## src/rtl/bssr_pkg.sv

```systemverilog
package bssr_pkg;
    // Register geometry
    localparam int unsigned WIDTH     = 16;
    localparam int unsigned LAST_IDX  = WIDTH - 1;
    localparam logic [15:0] INIT_VAL  = 16'h0000;

    // Decoded operating mode
    typedef enum logic [1:0]
    {
        BSSR_HOLD   = 2'b00,
        BSSR_SLOAD  = 2'b01,
        BSSR_SOUT   = 2'b11,
        BSSR_PLOAD  = 2'b10
    } bssr_mode_t;

    // Mode decode from the three control levels
    function automatic bssr_mode_t bssr_decode(
        input logic selN,
        input logic readNotWrite,
        input logic modeSel
    );
        if (selN)
        begin
            return BSSR_HOLD;
        end
        else if (!readNotWrite)
        begin
            return BSSR_SLOAD;
        end
        else if (!modeSel)
        begin
            return BSSR_SOUT;
        end
        return BSSR_PLOAD;
    endfunction : bssr_decode
endpackage : bssr_pkg

```

## src/rtl/bssr_sync.sv

```systemverilog
// Two-flop synchroniser for one pin-level input
module bssr_sync
    import bssr_pkg::*;
(
    input  wire logic clk,
    input  wire logic nrst,
    input  wire logic din,
    output logic      dout
);
    logic meta_q;  // First stage, read only by the second

    // Plain two-stage capture
    always_ff @(posedge clk or negedge nrst)
    begin
        if (!nrst)
        begin
            meta_q <= 1'b0;
            dout   <= 1'b0;
        end
        else
        begin
            meta_q <= din;
            dout   <= meta_q;
        end
    end
endmodule : bssr_sync

```

## src/rtl/bidir_serial_shift_register16.sv

```systemverilog
// Notes on behaviour
// - Select high: hold contents, pin undriven.
// - Serial load: pin into first, shift up.
// - Serial out: drive last, recirculate to first.
// - Parallel load copies all sixteen inputs.
// - Parallel load keeps pin driven with last.
// - Direction high: mode picks output/parallel.
// - One pin is input or three-state output.
// - Sixteen stages, read only serially.
module bidir_serial_shift_register16
    import bssr_pkg::*;
(
    input  wire logic        clk,
    input  wire logic        nrst,
    input  wire logic        unit_select_n,
    input  wire logic        read_not_write,
    input  wire logic        mode_select,
    input  wire logic        shift_clock_n,
    input  wire logic [15:0] parallel_inputs,
    input  wire logic        serial_in,
    output logic             serial_out,
    output logic             serial_oe
);
    // Synchronised pin levels; parallel bus also passes through two flops every clock,
    // the host holds it stable around the clock as for any set-up window
    logic        selNS;          // Synchronised select
    logic        rnwS;           // Synchronised direction
    logic        modeS;          // Synchronised mode
    logic        clkNS;          // Synchronised shift clock
    logic        serInS;         // Synchronised pin data
    logic [15:0] parS_q;         // Registered parallel bus
    logic [15:0] parMeta_q;      // First stage for the parallel bus
    logic        clkNPrev_q;     // Shift clock last cycle
    logic        fallEdge;       // Falling edge seen this cycle
    logic [15:0] shift_q;        // The sixteen stages
    bssr_mode_t  mode;           // Decoded mode

    // Next-state values, one comb block per concern
    logic [15:0] shift_d;        // Next value of the stages
    logic        serOe_d;        // Next pin enable
    logic        serOut_d;       // Next pin drive value

    // Every control pin is asynchronous to clk; all of them share the same
    // two-flop latency, so they stay aligned with the shift clock they qualify
    bssr_sync uSel
    (
        .clk  (clk),
        .nrst (nrst),
        .din  (unit_select_n),
        .dout (selNS)
    );
    bssr_sync uRnw
    (
        .clk  (clk),
        .nrst (nrst),
        .din  (read_not_write),
        .dout (rnwS)
    );
    bssr_sync uMode
    (
        .clk  (clk),
        .nrst (nrst),
        .din  (mode_select),
        .dout (modeS)
    );
    bssr_sync uClk
    (
        .clk  (clk),
        .nrst (nrst),
        .din  (shift_clock_n),
        .dout (clkNS)
    );
    bssr_sync uSer
    (
        .clk  (clk),
        .nrst (nrst),
        .din  (serial_in),
        .dout (serInS)
    );

    // Parallel bus synchroniser, kept wide here rather than sixteen instances.
    // Bits may land a clock apart if the bus moves near a clock; the host
    // keeps it steady well before the shift clock falls, so the word is whole
    always_ff @(posedge clk or negedge nrst)
    begin
        if (!nrst)
        begin
            parMeta_q <= INIT_VAL;
            parS_q    <= INIT_VAL;
        end
        else
        begin
            parMeta_q <= parallel_inputs;
            parS_q    <= parMeta_q;
        end
    end

    // Edge detector on the synchronised shift clock
    // Resets to the synchroniser's own reset level: a mismatch here would
    // show a false falling edge on the first clock after reset
    always_ff @(posedge clk or negedge nrst)
    begin
        if (!nrst)
        begin
            clkNPrev_q <= 1'b0;  // Same level as the synchronised pin at reset
        end
        else
        begin
            clkNPrev_q <= clkNS;
        end
    end

    // A fall is seen two clocks after the pin moves: two synchroniser
    // stages, and this compare adds none. Levels shorter than one clock can be
    // missed, which bounds the usable shift rate.
    assign fallEdge = clkNPrev_q & ~clkNS;
    // Decode; direction low forces serial load whatever the mode
    // Controls reach here with the clock pin's latency, so a set-up time kept
    // at the pins is kept here too
    assign mode = bssr_decode(selNS, rnwS, modeS);

    // One step toward the last stage; both shifting modes use it, only the
    // bit fed into the first stage differs
    function automatic logic [15:0] bssr_step_up(
        input logic [15:0] stages,
        input logic        feedBit
    );
        return {stages[LAST_IDX-1:0], feedBit};
    endfunction : bssr_step_up

    // Next register value, moved only on a falling shift clock edge.
    // Hold is the default, so a missed case can never scramble the word.
    // Deselect releases safely only if the host keeps the clock low
    always_comb
    begin
        shift_d = shift_q;                                   // Hold unless clocked
        if (fallEdge)
        begin
            case (mode)
                BSSR_HOLD:
                begin
                    shift_d = shift_q;                       // Clock ignored
                end
                BSSR_SLOAD:
                begin
                    shift_d = bssr_step_up(shift_q, serInS); // Pin
                end
                BSSR_SOUT:
                begin
                    shift_d = bssr_step_up(shift_q, shift_q[LAST_IDX]); // Recirculate
                end
                BSSR_PLOAD:
                begin
                    shift_d = parS_q;                        // Whole word
                end
                default:
                begin
                    shift_d = shift_q;                       // Unreachable; hold
                end
            endcase
        end
    end

    // Stage storage; only the comb block above decides what moves
    always_ff @(posedge clk or negedge nrst)
    begin
        if (!nrst)
        begin
            shift_q <= INIT_VAL;
        end
        else
        begin
            shift_q <= shift_d;
        end
    end

    // Pin drive decode: driven in output and parallel modes, released otherwise
    always_comb
    begin
        serOe_d  = 1'b0;
        serOut_d = 1'b0;
        case (mode)
            BSSR_SOUT:
            begin
                serOe_d  = 1'b1;                   // Data out
                serOut_d = shift_q[LAST_IDX];      // Last stage shown
            end
            BSSR_PLOAD:
            begin
                serOe_d  = 1'b1;                   // Stays active
                serOut_d = shift_q[LAST_IDX];      // Last stage shown
            end
            BSSR_SLOAD:
            begin
                serOe_d  = 1'b0;                   // Host owns the pin
                serOut_d = 1'b0;
            end
            BSSR_HOLD:
            begin
                serOe_d  = 1'b0;                   // High impedance
                serOut_d = 1'b0;
            end
            default:
            begin
                serOe_d  = 1'b0;                   // Unreachable; stay off the pin
                serOut_d = 1'b0;
            end
        endcase
    end

    // Output flops; registered, so the pin trails the stage it shows by one
    // clock, the price of keeping every top output straight from a flop
    always_ff @(posedge clk or negedge nrst)
    begin
        if (!nrst)
        begin
            serial_out <= 1'b0;
            serial_oe  <= 1'b0;
        end
        else
        begin
            serial_out <= serOut_d;
            serial_oe  <= serOe_d;
        end
    end
endmodule : bidir_serial_shift_register16

```

## config.mk

```make
export PLATFORM = sky130hd
export DESIGN_NAME = bidir_serial_shift_register16
export DESIGN_NICKNAME = d
export VERILOG_FILES = /design/src/rtl/bssr_pkg.sv /design/src/rtl/bssr_sync.sv /design/src/rtl/bidir_serial_shift_register16.sv
export SDC_FILE = /design/constraint.sdc
export NUM_CORES = 1
export LEC_CHECK = 0
export BUFFER_PORTS_ARGS = -buffer_cell sky130_fd_sc_hd__buf_4
export CAP_MARGIN = 10
export CORE_MARGIN = 2
export CORE_UTILIZATION = 41
export CTS_BUF_LIST = sky130_fd_sc_hd__clkbuf_8 sky130_fd_sc_hd__clkbuf_16
export CTS_CLUSTER_SIZE = 10
export DETAILED_ROUTE_END_ITERATION = 7
export PLACE_DENSITY = 0.7
export SLEW_MARGIN = 20
export SYNTH_ARGS = -nofsm -noshare
export SYNTH_HDL_FRONTEND = slang
export SYNTH_HIERARCHICAL = 1
export SYNTH_SLANG_ARGS = --single-unit
```

## constraint.sdc

```tcl
create_clock -name clk -period 1.8 [get_ports clk]
set_clock_uncertainty 0.15 [all_clocks]
set_input_delay 0 -clock clk [delete_from_list [all_inputs] [get_ports clk]]
set_output_delay 0 -clock clk [all_outputs]
set_load 0.01 [all_outputs]
```

### Word level (Yosys, flattened, before mapping)

Cells that the tools add are included.

| storage, ports and cells | value |
|---|---|
| bits in registers | 61 |

| cells by class | value |
|---|---|
| reduce and logical (&&, ||, !) cells | 4 |
| multiplexer cells | 10 |
| bitwise logic cells | 3 |
| eq/ne operators | 3 |

Operator list:

| kind | count |
|---|---|
| case mux 16 bit (3 select lines) | 1 |
| two-way mux 2 bit | 4 |
| == test 2 bit, second input constant | 2 |
| case mux 1 bit (2 select lines) | 2 |
| OR reduction 2 bit | 2 |
| two-way mux 1 bit | 3 |
| == test 2 x 1 -> 1 bit, second input constant | 1 |
| zero test 2 bit | 1 |
| inverter 1 bit | 2 |
| AND reduction 2 bit | 1 |
| bitwise AND 1 bit | 1 |

### Logic depth before layout (Yosys ltp)

Gate-level depths: netlist (run 1).

| logic depth | value |
|---|---|
| depth in word-level cells | 7 |
| mapped depth | 5 |
| depth with buffers taken out | 3 |

### Modules after synthesis

Netlist (run 1), hierarchy kept.

By module, submodules not included:

| module | seq. area each (µm²) | cells an instance | instances | area an instance (µm²) |
|---|---|---|---|---|
| bidir_serial_shift_register16 | 1276.2 | 127 | 1 | 1650.3 |
| bssr_sync | 50.0 | 2 | 5 | 50.0 |

### Worst setup path after synthesis (run 1)

Ideal clock, no wire load.

| timing path | value |
|---|---|
| path kind | register to register |
| start | register uSel.dout |
| end | register shift_q[12] |
| path slack | 0.537 ns |
| library setup time | 0.082 ns |
| data arrival time | 1.031 ns |
| cell stages (with the launch flop) | 5 |
| path through | dfrtp_1 > nor3b_2 > buf_2 > nor2_1 > a31oi_1 |

| on the way | value |
|---|---|
| word-level cells in the longest chain between the ends | 5 |

RTL lines:

| what | RTL line | RTL |
|---|---|---|
| start, declared | bssr_sync.sv:8 | `output logic dout` |
| start signal, assigned | bssr_sync.sv:23 | `dout <= meta_q;` |
| two-way mux 2 bit / two-way mux 1 bit (equally long branches) | bssr_pkg.sv:22 | `if (selN)` |
| two-way mux 2 bit (*) | bssr_pkg.sv:34 | `return BSSR_PLOAD;` |
| parallel branches: the longest is 3 deep, another holds case mux 16 bit (3 select lines) | -- |  |
| end signal, assigned | bidir_serial_shift_register16.sv:173 | `shift_q <= shift_d;` |
| end, declared | bidir_serial_shift_register16.sv:35 | `logic [15:0] shift_q;` |

Every way passes the cells marked *.
A chain may end at the register's enable or synchronous reset.

### Final worst setup path (run 1)

| timing path | value |
|---|---|
| start | register uSel.dout |
| end | register shift_q[11] |

Same word-level chain as after synthesis.

==> results of run 1 <==
==> layer usage <==
| layer | part of all wire, % | vias up | routed length (um) | global-route usage [%] |
|---|---|---|---|---|
| met5 | 0 | - | 0 | 0 |
| met4 | 2.9 | 0 | 80 | 8.81 |
| met3 | 3.4 | 7 | 95 | 2.92 |
| met2 | 50 | 31 | 1400 | 21.0 |
| met1 | 43 | 549 | 1210 | 14.8 |
| li1 | - | 551 | - | - |
==> report_power, final <==
| group | switching, uW | internal [uW] | leakage, uW |
|---|---|---|---|
| Clock | 448 | 552 | 0.000104 |
| Combinational | 122 | 137 | 0.000367 |
| Sequential | 71.1 | 1510 | 0.000699 |
==> worst min path at each step <==
stage                     slack (ns)                from      endpoint
after floorplan                -0.45                nrst    clkNPrev_q
after global placement         -0.07                nrst  uMode/meta_q
after detailed placement       -0.05                nrst  uMode/meta_q
after CTS                       0.16                nrst  uMode/meta_q
after global routing            0.18  parallel_inputs[1]  parMeta_q[1]
final                           0.13                nrst  uMode/meta_q
==> cell type report <==
type                            instances  area share, %
Clock buffer                           11           6.04
Tap cell                               52           2.60
Timing Repair Buffer                   47           16.3
Clock inverter                          5          0.799
Sequential cell                        61           60.9
Multi-Input combinational cell         70           13.4
==> cell usage after synthesis, drive strengths merged <==
master / n
buf: 6
dfrtp: 61
nor3b: 1
nor2b: 2
and3b: 1
nand3b: 1
mux2: 1
a31oi: 15
and2: 1
nor2: 16
nand2: 30
a21oi: 2
==> through the flow <==
step / setup slack, ns / utilization, % / hold slack [ns] / std cells
after floorplan: 0.537 / - / -0.446 / 137
after global placement: 0.379 / 47.9 / -0.0680 / 208
after detailed placement: 0.330 / 47.9 / -0.0535 / 208
after CTS: 0.301 / 56.8 / 0.156 / 246
after global routing: 0.180 / 56.8 / 0.177 / 246
final: 0.317 / 56.8 / 0.129 / 246
==> cell families after synthesis <==
group / after synthesis / share of synthesized area [%]
AOI/OAI and AO/OA: 17 / 5.46
buffers and inverters: 6 / 2.04
DFF: 61 / 80.3
muxes: 1 / 0.592
and+or+nand+nor: 52 / 11.6
==> worst reg2reg max path: cells and delay by family, from the launching register on <==
family          cells  cell delay (ns)
compound gates      1             0.20
flops               1             0.40
simple gates        2             0.64
==> layout by cell type (no fill, tap or decap), types with 2 or more instances in the layout <==
cell type | Yosys | routed
dlygate4sd3_1 | 0 | 22
clkbuf_8 | 0 | 11
nor2b_1 | 2 | 2
nor2_1 | 16 | 16
a21oi_1 | 2 | 2
buf_4 | 1 | 25
nand2_1 | 30 | 30
dfrtp_1 | 61 | 61
a31oi_1 | 15 | 15
inv_1 | 0 | 4
==> run summary, run 1 <==
Number of remaining DRC errors - 0
FP Rows - 24
Die W - 72.1 um
Seq/Total Area, Yosys - 80.3%
Cts hold-fix bufs - 22
CTS Buf Count - 9
Post-synthesis instance total - 137
Reg2reg path depth - 3
RSZ-0062 raised after global routing - false
Top cell type's share of synthesized area - 80.3%
Status - finished, final reports clean
Critical path depth - 3
Vias in the first global route - 1,175
Synth unique cells - 14
Gp weighted congestion - 0.696
Mapped Area - 1900 um2
Final hold vios - 0
Final Cycle Share - 82.4%
Post-Synthesis Net Count - 160
Die Y-Extent - 72.1 um
Max frequency - 674 MHz
Setup TNS - 0 ns
Overall routing resource usage - 12.8%
CP Launch Type - flop
Share of cells above drive strength 1 - 20.1%
First-pass GRT wire length - 5.03 mm
DRT Pass-1 Iters - 4
Min-Delay Path Class - in -> async
Synth Warn # - 6
Via density per instance - 4.63
Sequential Area - 1530 um2
Overflow after GRT - 0
Worst-margin pin slew - 0.704 ns
PD cells - 1130 nW/um2
CP Cell Sequence - and3b_1 -> nand2_1 -> a31oi_1
Worst skew pair latency - 0.32 ns
Clk sinks - 61
Filler Cells Inserted - 316
Worst reg2reg setup slack - 0.32 ns
Fin area - 2510 um2
Core area - 4410 um2
Total power - 2840 uW
Worst rel slew slack - 53.1%
Top Family by Delay on Critical Path - simple AND/OR/NAND/NOR gates
Synth area leaders - dfrtp_1 (80%), nand2_1 (5.9%), a31oi_1 (4.9%)
Final nets - 212
Worst setup path start - uSel/dout
Worst R2R End - shift_q[11]
Largest registers - parMeta_q: 16 flops, parS_q: 16 flops, shift_q: 16 flops
Post-CTS repair timing setup buffer count - 0
CP endpoint - shift_q[11]
IO Count - 25
Initial DRC Count - 40
Die area - 5200 um2
Area occupied by multi-input gates - 335 um2
Fin crit period - 1.48 ns
Root buffer cell - clkbuf_8
Max-Cap Viols - 0
Max-slew violations - 0
Number of synthesized register bits - 61
# port buffers - 24
CTS max path bufs - 2
Antenna cells - 0
DP Area - 2110 um2
Antenna Violating Nets Remaining - 0
Crit path DAT - 1.57 ns
Reg2Reg Launch Point - uSel/dout
CP bufs+invs - 0
Initial antenna violation count - 0
Routed WL per cell - 11.3 um
Syn_area_per_cell - 13.9 um2
Routed Wire Length - 2.78 mm
Slowest cell delay on critical path - 0.52 ns
Vias - 1,138
Kind of critical path - reg -> reg
WP data required - 1.88 ns
Crit. End Element - flop
CTS clk-pin slew, worst paths - 0.06 ns
IR drop worst, VDD - 701 uV
Area delta synth->final - 31.9%
H-tree depth - 3
DP Wirelength - 1.77 mm
PostCTS Resize Cnt - 0
Finish-stage setup viols - 0
P_leak - 0.00117 uW
Largest net degree at the start of global routing - 62
Initial Util - 43.1%
Post-synth top area cell - dfrtp_1
Crit-path slowest cell - and3b_1
Crit-path max FO - 15
TritonCTS clock tree - built
Note: power is estimated with default switching activity, not from simulation.
==> run 2: changes to the inputs <==
Clock period 1.8 ns to 1.5 ns, I/O delays scaled along.
==> run 2 against run 1 <==
- wire length rose by 11%
- largest power group unchanged
- global-route usage rose by 1.9 points
- final cell count rose by 1.6%
- hold slack improved by 0.036 ns
- largest cell class unchanged
- critical path depth rose by 1
- flip-flop and latch count did not move
==> run summary, run 2 (synthesis results as in run 1) <==
Status - finished, final reports clean
Routed Wire Length - 3.10 mm (+11%)
Initial antenna violation count - 0 (unchanged)
Worst reg2reg setup slack - 0.16 ns (-0.16 ns)
Largest net degree at the start of global routing - 41 (-34%)
CTS clk-pin slew, worst paths - 0.06 ns (about the same)
CP Launch Type - flop
Area delta synth->final - 37.7%
H-tree depth - 3 (unchanged)
IR drop worst, VDD - 1090 uV (+56%)
Die area - 5200 um2 (unchanged)
Vias in the first global route - 1,244 (+5.9%)
Total power - 3820 uW (+34%)
P_leak - 0.00121 uW (+3.6%)
RSZ-0062 raised after global routing - false
Via density per instance - 4.62 (about the same)
Die Y-Extent - 72.1 um (unchanged)
DRT Pass-1 Iters - 4 (unchanged)
Max frequency - 745 MHz (+10%)
Crit-path max FO - 32 (+17)
CP endpoint - shift_q[15]
Most common cell after layout, fill and taps aside - dfrtp_1
First-pass GRT wire length - 5.57 mm (+11%)
Final hold vios - 0 (unchanged)
PostCTS Resize Cnt - 0 (unchanged)
Number of remaining DRC errors - 0 (unchanged)
Filler Cells Inserted - 327 (+3.5%)
Crit-path slowest cell - dfrtp_1
Root buffer cell - clkbuf_8
Worst R2R End - shift_q[15]
Core area - 4410 um2 (unchanged)
CTS max path bufs - 2 (unchanged)
Overall routing resource usage - 14.7% (+1.9 points)
Finish-stage setup viols - 0 (unchanged)
Die W - 72.1 um (unchanged)
Max-Cap Viols - 0 (unchanged)
Gp weighted congestion - 0.676 (-2.8%)
TritonCTS clock tree - built
Slowest cell delay on critical path - 0.41 ns (-0.11 ns)
WP data required - 1.59 ns (-0.29 ns)
Reg2reg path depth - 4 (+1)
Worst-margin pin slew - 0.293 ns (-0.410 ns)
Routed WL per cell - 12.4 um (+9.5%)
Worst skew pair latency - 0.33 ns (about the same)
Clk sinks - 61 (unchanged)
Reg2Reg Launch Point - uSel/dout
Largest registers - parMeta_q: 16 flops, parS_q: 16 flops, shift_q: 16 flops
Kind of critical path - reg -> reg
Antenna Violating Nets Remaining - 0 (unchanged)
DP Wirelength - 1.85 mm (+4.6%)
Antenna cells - 0 (unchanged)
Fin crit period - 1.34 ns (-0.140 ns)
Initial Util - 43.1% (unchanged)
PD cells - 1460 nW/um2 (+29%)
Share of cells above drive strength 1 - 22.7% (+2.6 points)
CP Cell Sequence - nor3b_2 -> buf_12 -> nor2_1 -> a31oi_1
Vias - 1,156 (+1.6%)
CTS Buf Count - 9 (unchanged)
DP Area - 2160 um2 (+2.2%)
Worst setup path start - uSel/dout
Setup TNS - 0 ns (unchanged)
IO Count - 25 (unchanged)
Crit path DAT - 1.43 ns (-0.14 ns)
Max-slew violations - 0 (unchanged)
Min-Delay Path Class - in -> reg
Initial DRC Count - 37 (-7.5%)
Post-CTS repair timing setup buffer count - 0 (unchanged)
Crit. End Element - flop
Worst rel slew slack - 80.4% (+27 points)
Final nets - 216 (+1.9%)
Overflow after GRT - 0 (unchanged)
Final Cycle Share - 89.5% (+7.2 points)
FP Rows - 24 (unchanged)
# port buffers - 24 (unchanged)
Most frequent cells in the layout - dfrtp_1 (61), nand2_1 (30), buf_4 (26)
Fin area - 2620 um2 (+4.4%)
Cts hold-fix bufs - 23 (+4.5%)
## run 2: changes by cell type in the layout (fill, tap and decap cells not counted)
cell	delta
clkinv_2	+1
buf_4	+1
bufinv_16	+2
dlygate4sd3_1	+1
inv_1	-3
buf_12	+2
## run 2: how the worst min path moves through the flow
stage | startpoint | end | slack, ns | cells after the start
after floorplan | nrst | clkNPrev_q | -0.45 | 0
after CTS | parallel_inputs[8] | parMeta_q[8] | 0.16 | 2
after global routing | unit_select_n | uSel/meta_q | 0.16 | 2
after global placement | nrst | uMode/meta_q | -0.25 | 1
final | parallel_inputs[9] | parMeta_q[9] | 0.17 | 2
after detailed placement | nrst | uRnw/meta_q | -0.24 | 1
## run 2: cell type report
class	count	area [um2]	share of cell area, %
Clock inverter	5	73.8	2.82
Sequential cell	61	1530	58.3
Tap cell	52	65.1	2.49
Timing Repair Buffer	51	465	17.8
Multi-Input combinational cell	70	335	12.8
Clock buffer	11	151	5.78
## run 2: per-layer routing
layer / GRT usage, % / routed length, um / vias to the layer above
li1: - / - / 558
met1: 18.0 / 1350 / 548
met2: 22.8 / 1520 / 38
met3: 2.92 / 114 / 12
met4: 11.5 / 114 / 0
met5: 0 / 0 / -
## run 2: per-stage QoR
stage / util [%] / hold slack [ns] / cells / worst slack [ns]
after floorplan: - / -0.446 / 137 / 0.237
after global placement: 49.0 / -0.252 / 211 / 0.248
after detailed placement: 49.0 / -0.244 / 211 / 0.194
after CTS: 59.3 / 0.161 / 250 / 0.157
after global routing: 59.3 / 0.162 / 250 / 0.0650
final: 59.3 / 0.165 / 250 / 0.157
## run 2: where the power goes
part	internal (uW)	total, uW	switching (uW)
clock	1010	1580	570
combinational	177	335	158
sequential	1810	1900	86.7
total	3000	3820	814
## run 2: worst max-delay path, delay by kind of cell (launching register included)
family,cells,cell delay [ns]
DFF,1,0.41
and+or+nand+nor,2,0.32
buffers and inverters,1,0.21
AOI/OAI and AO/OA,1,0.16
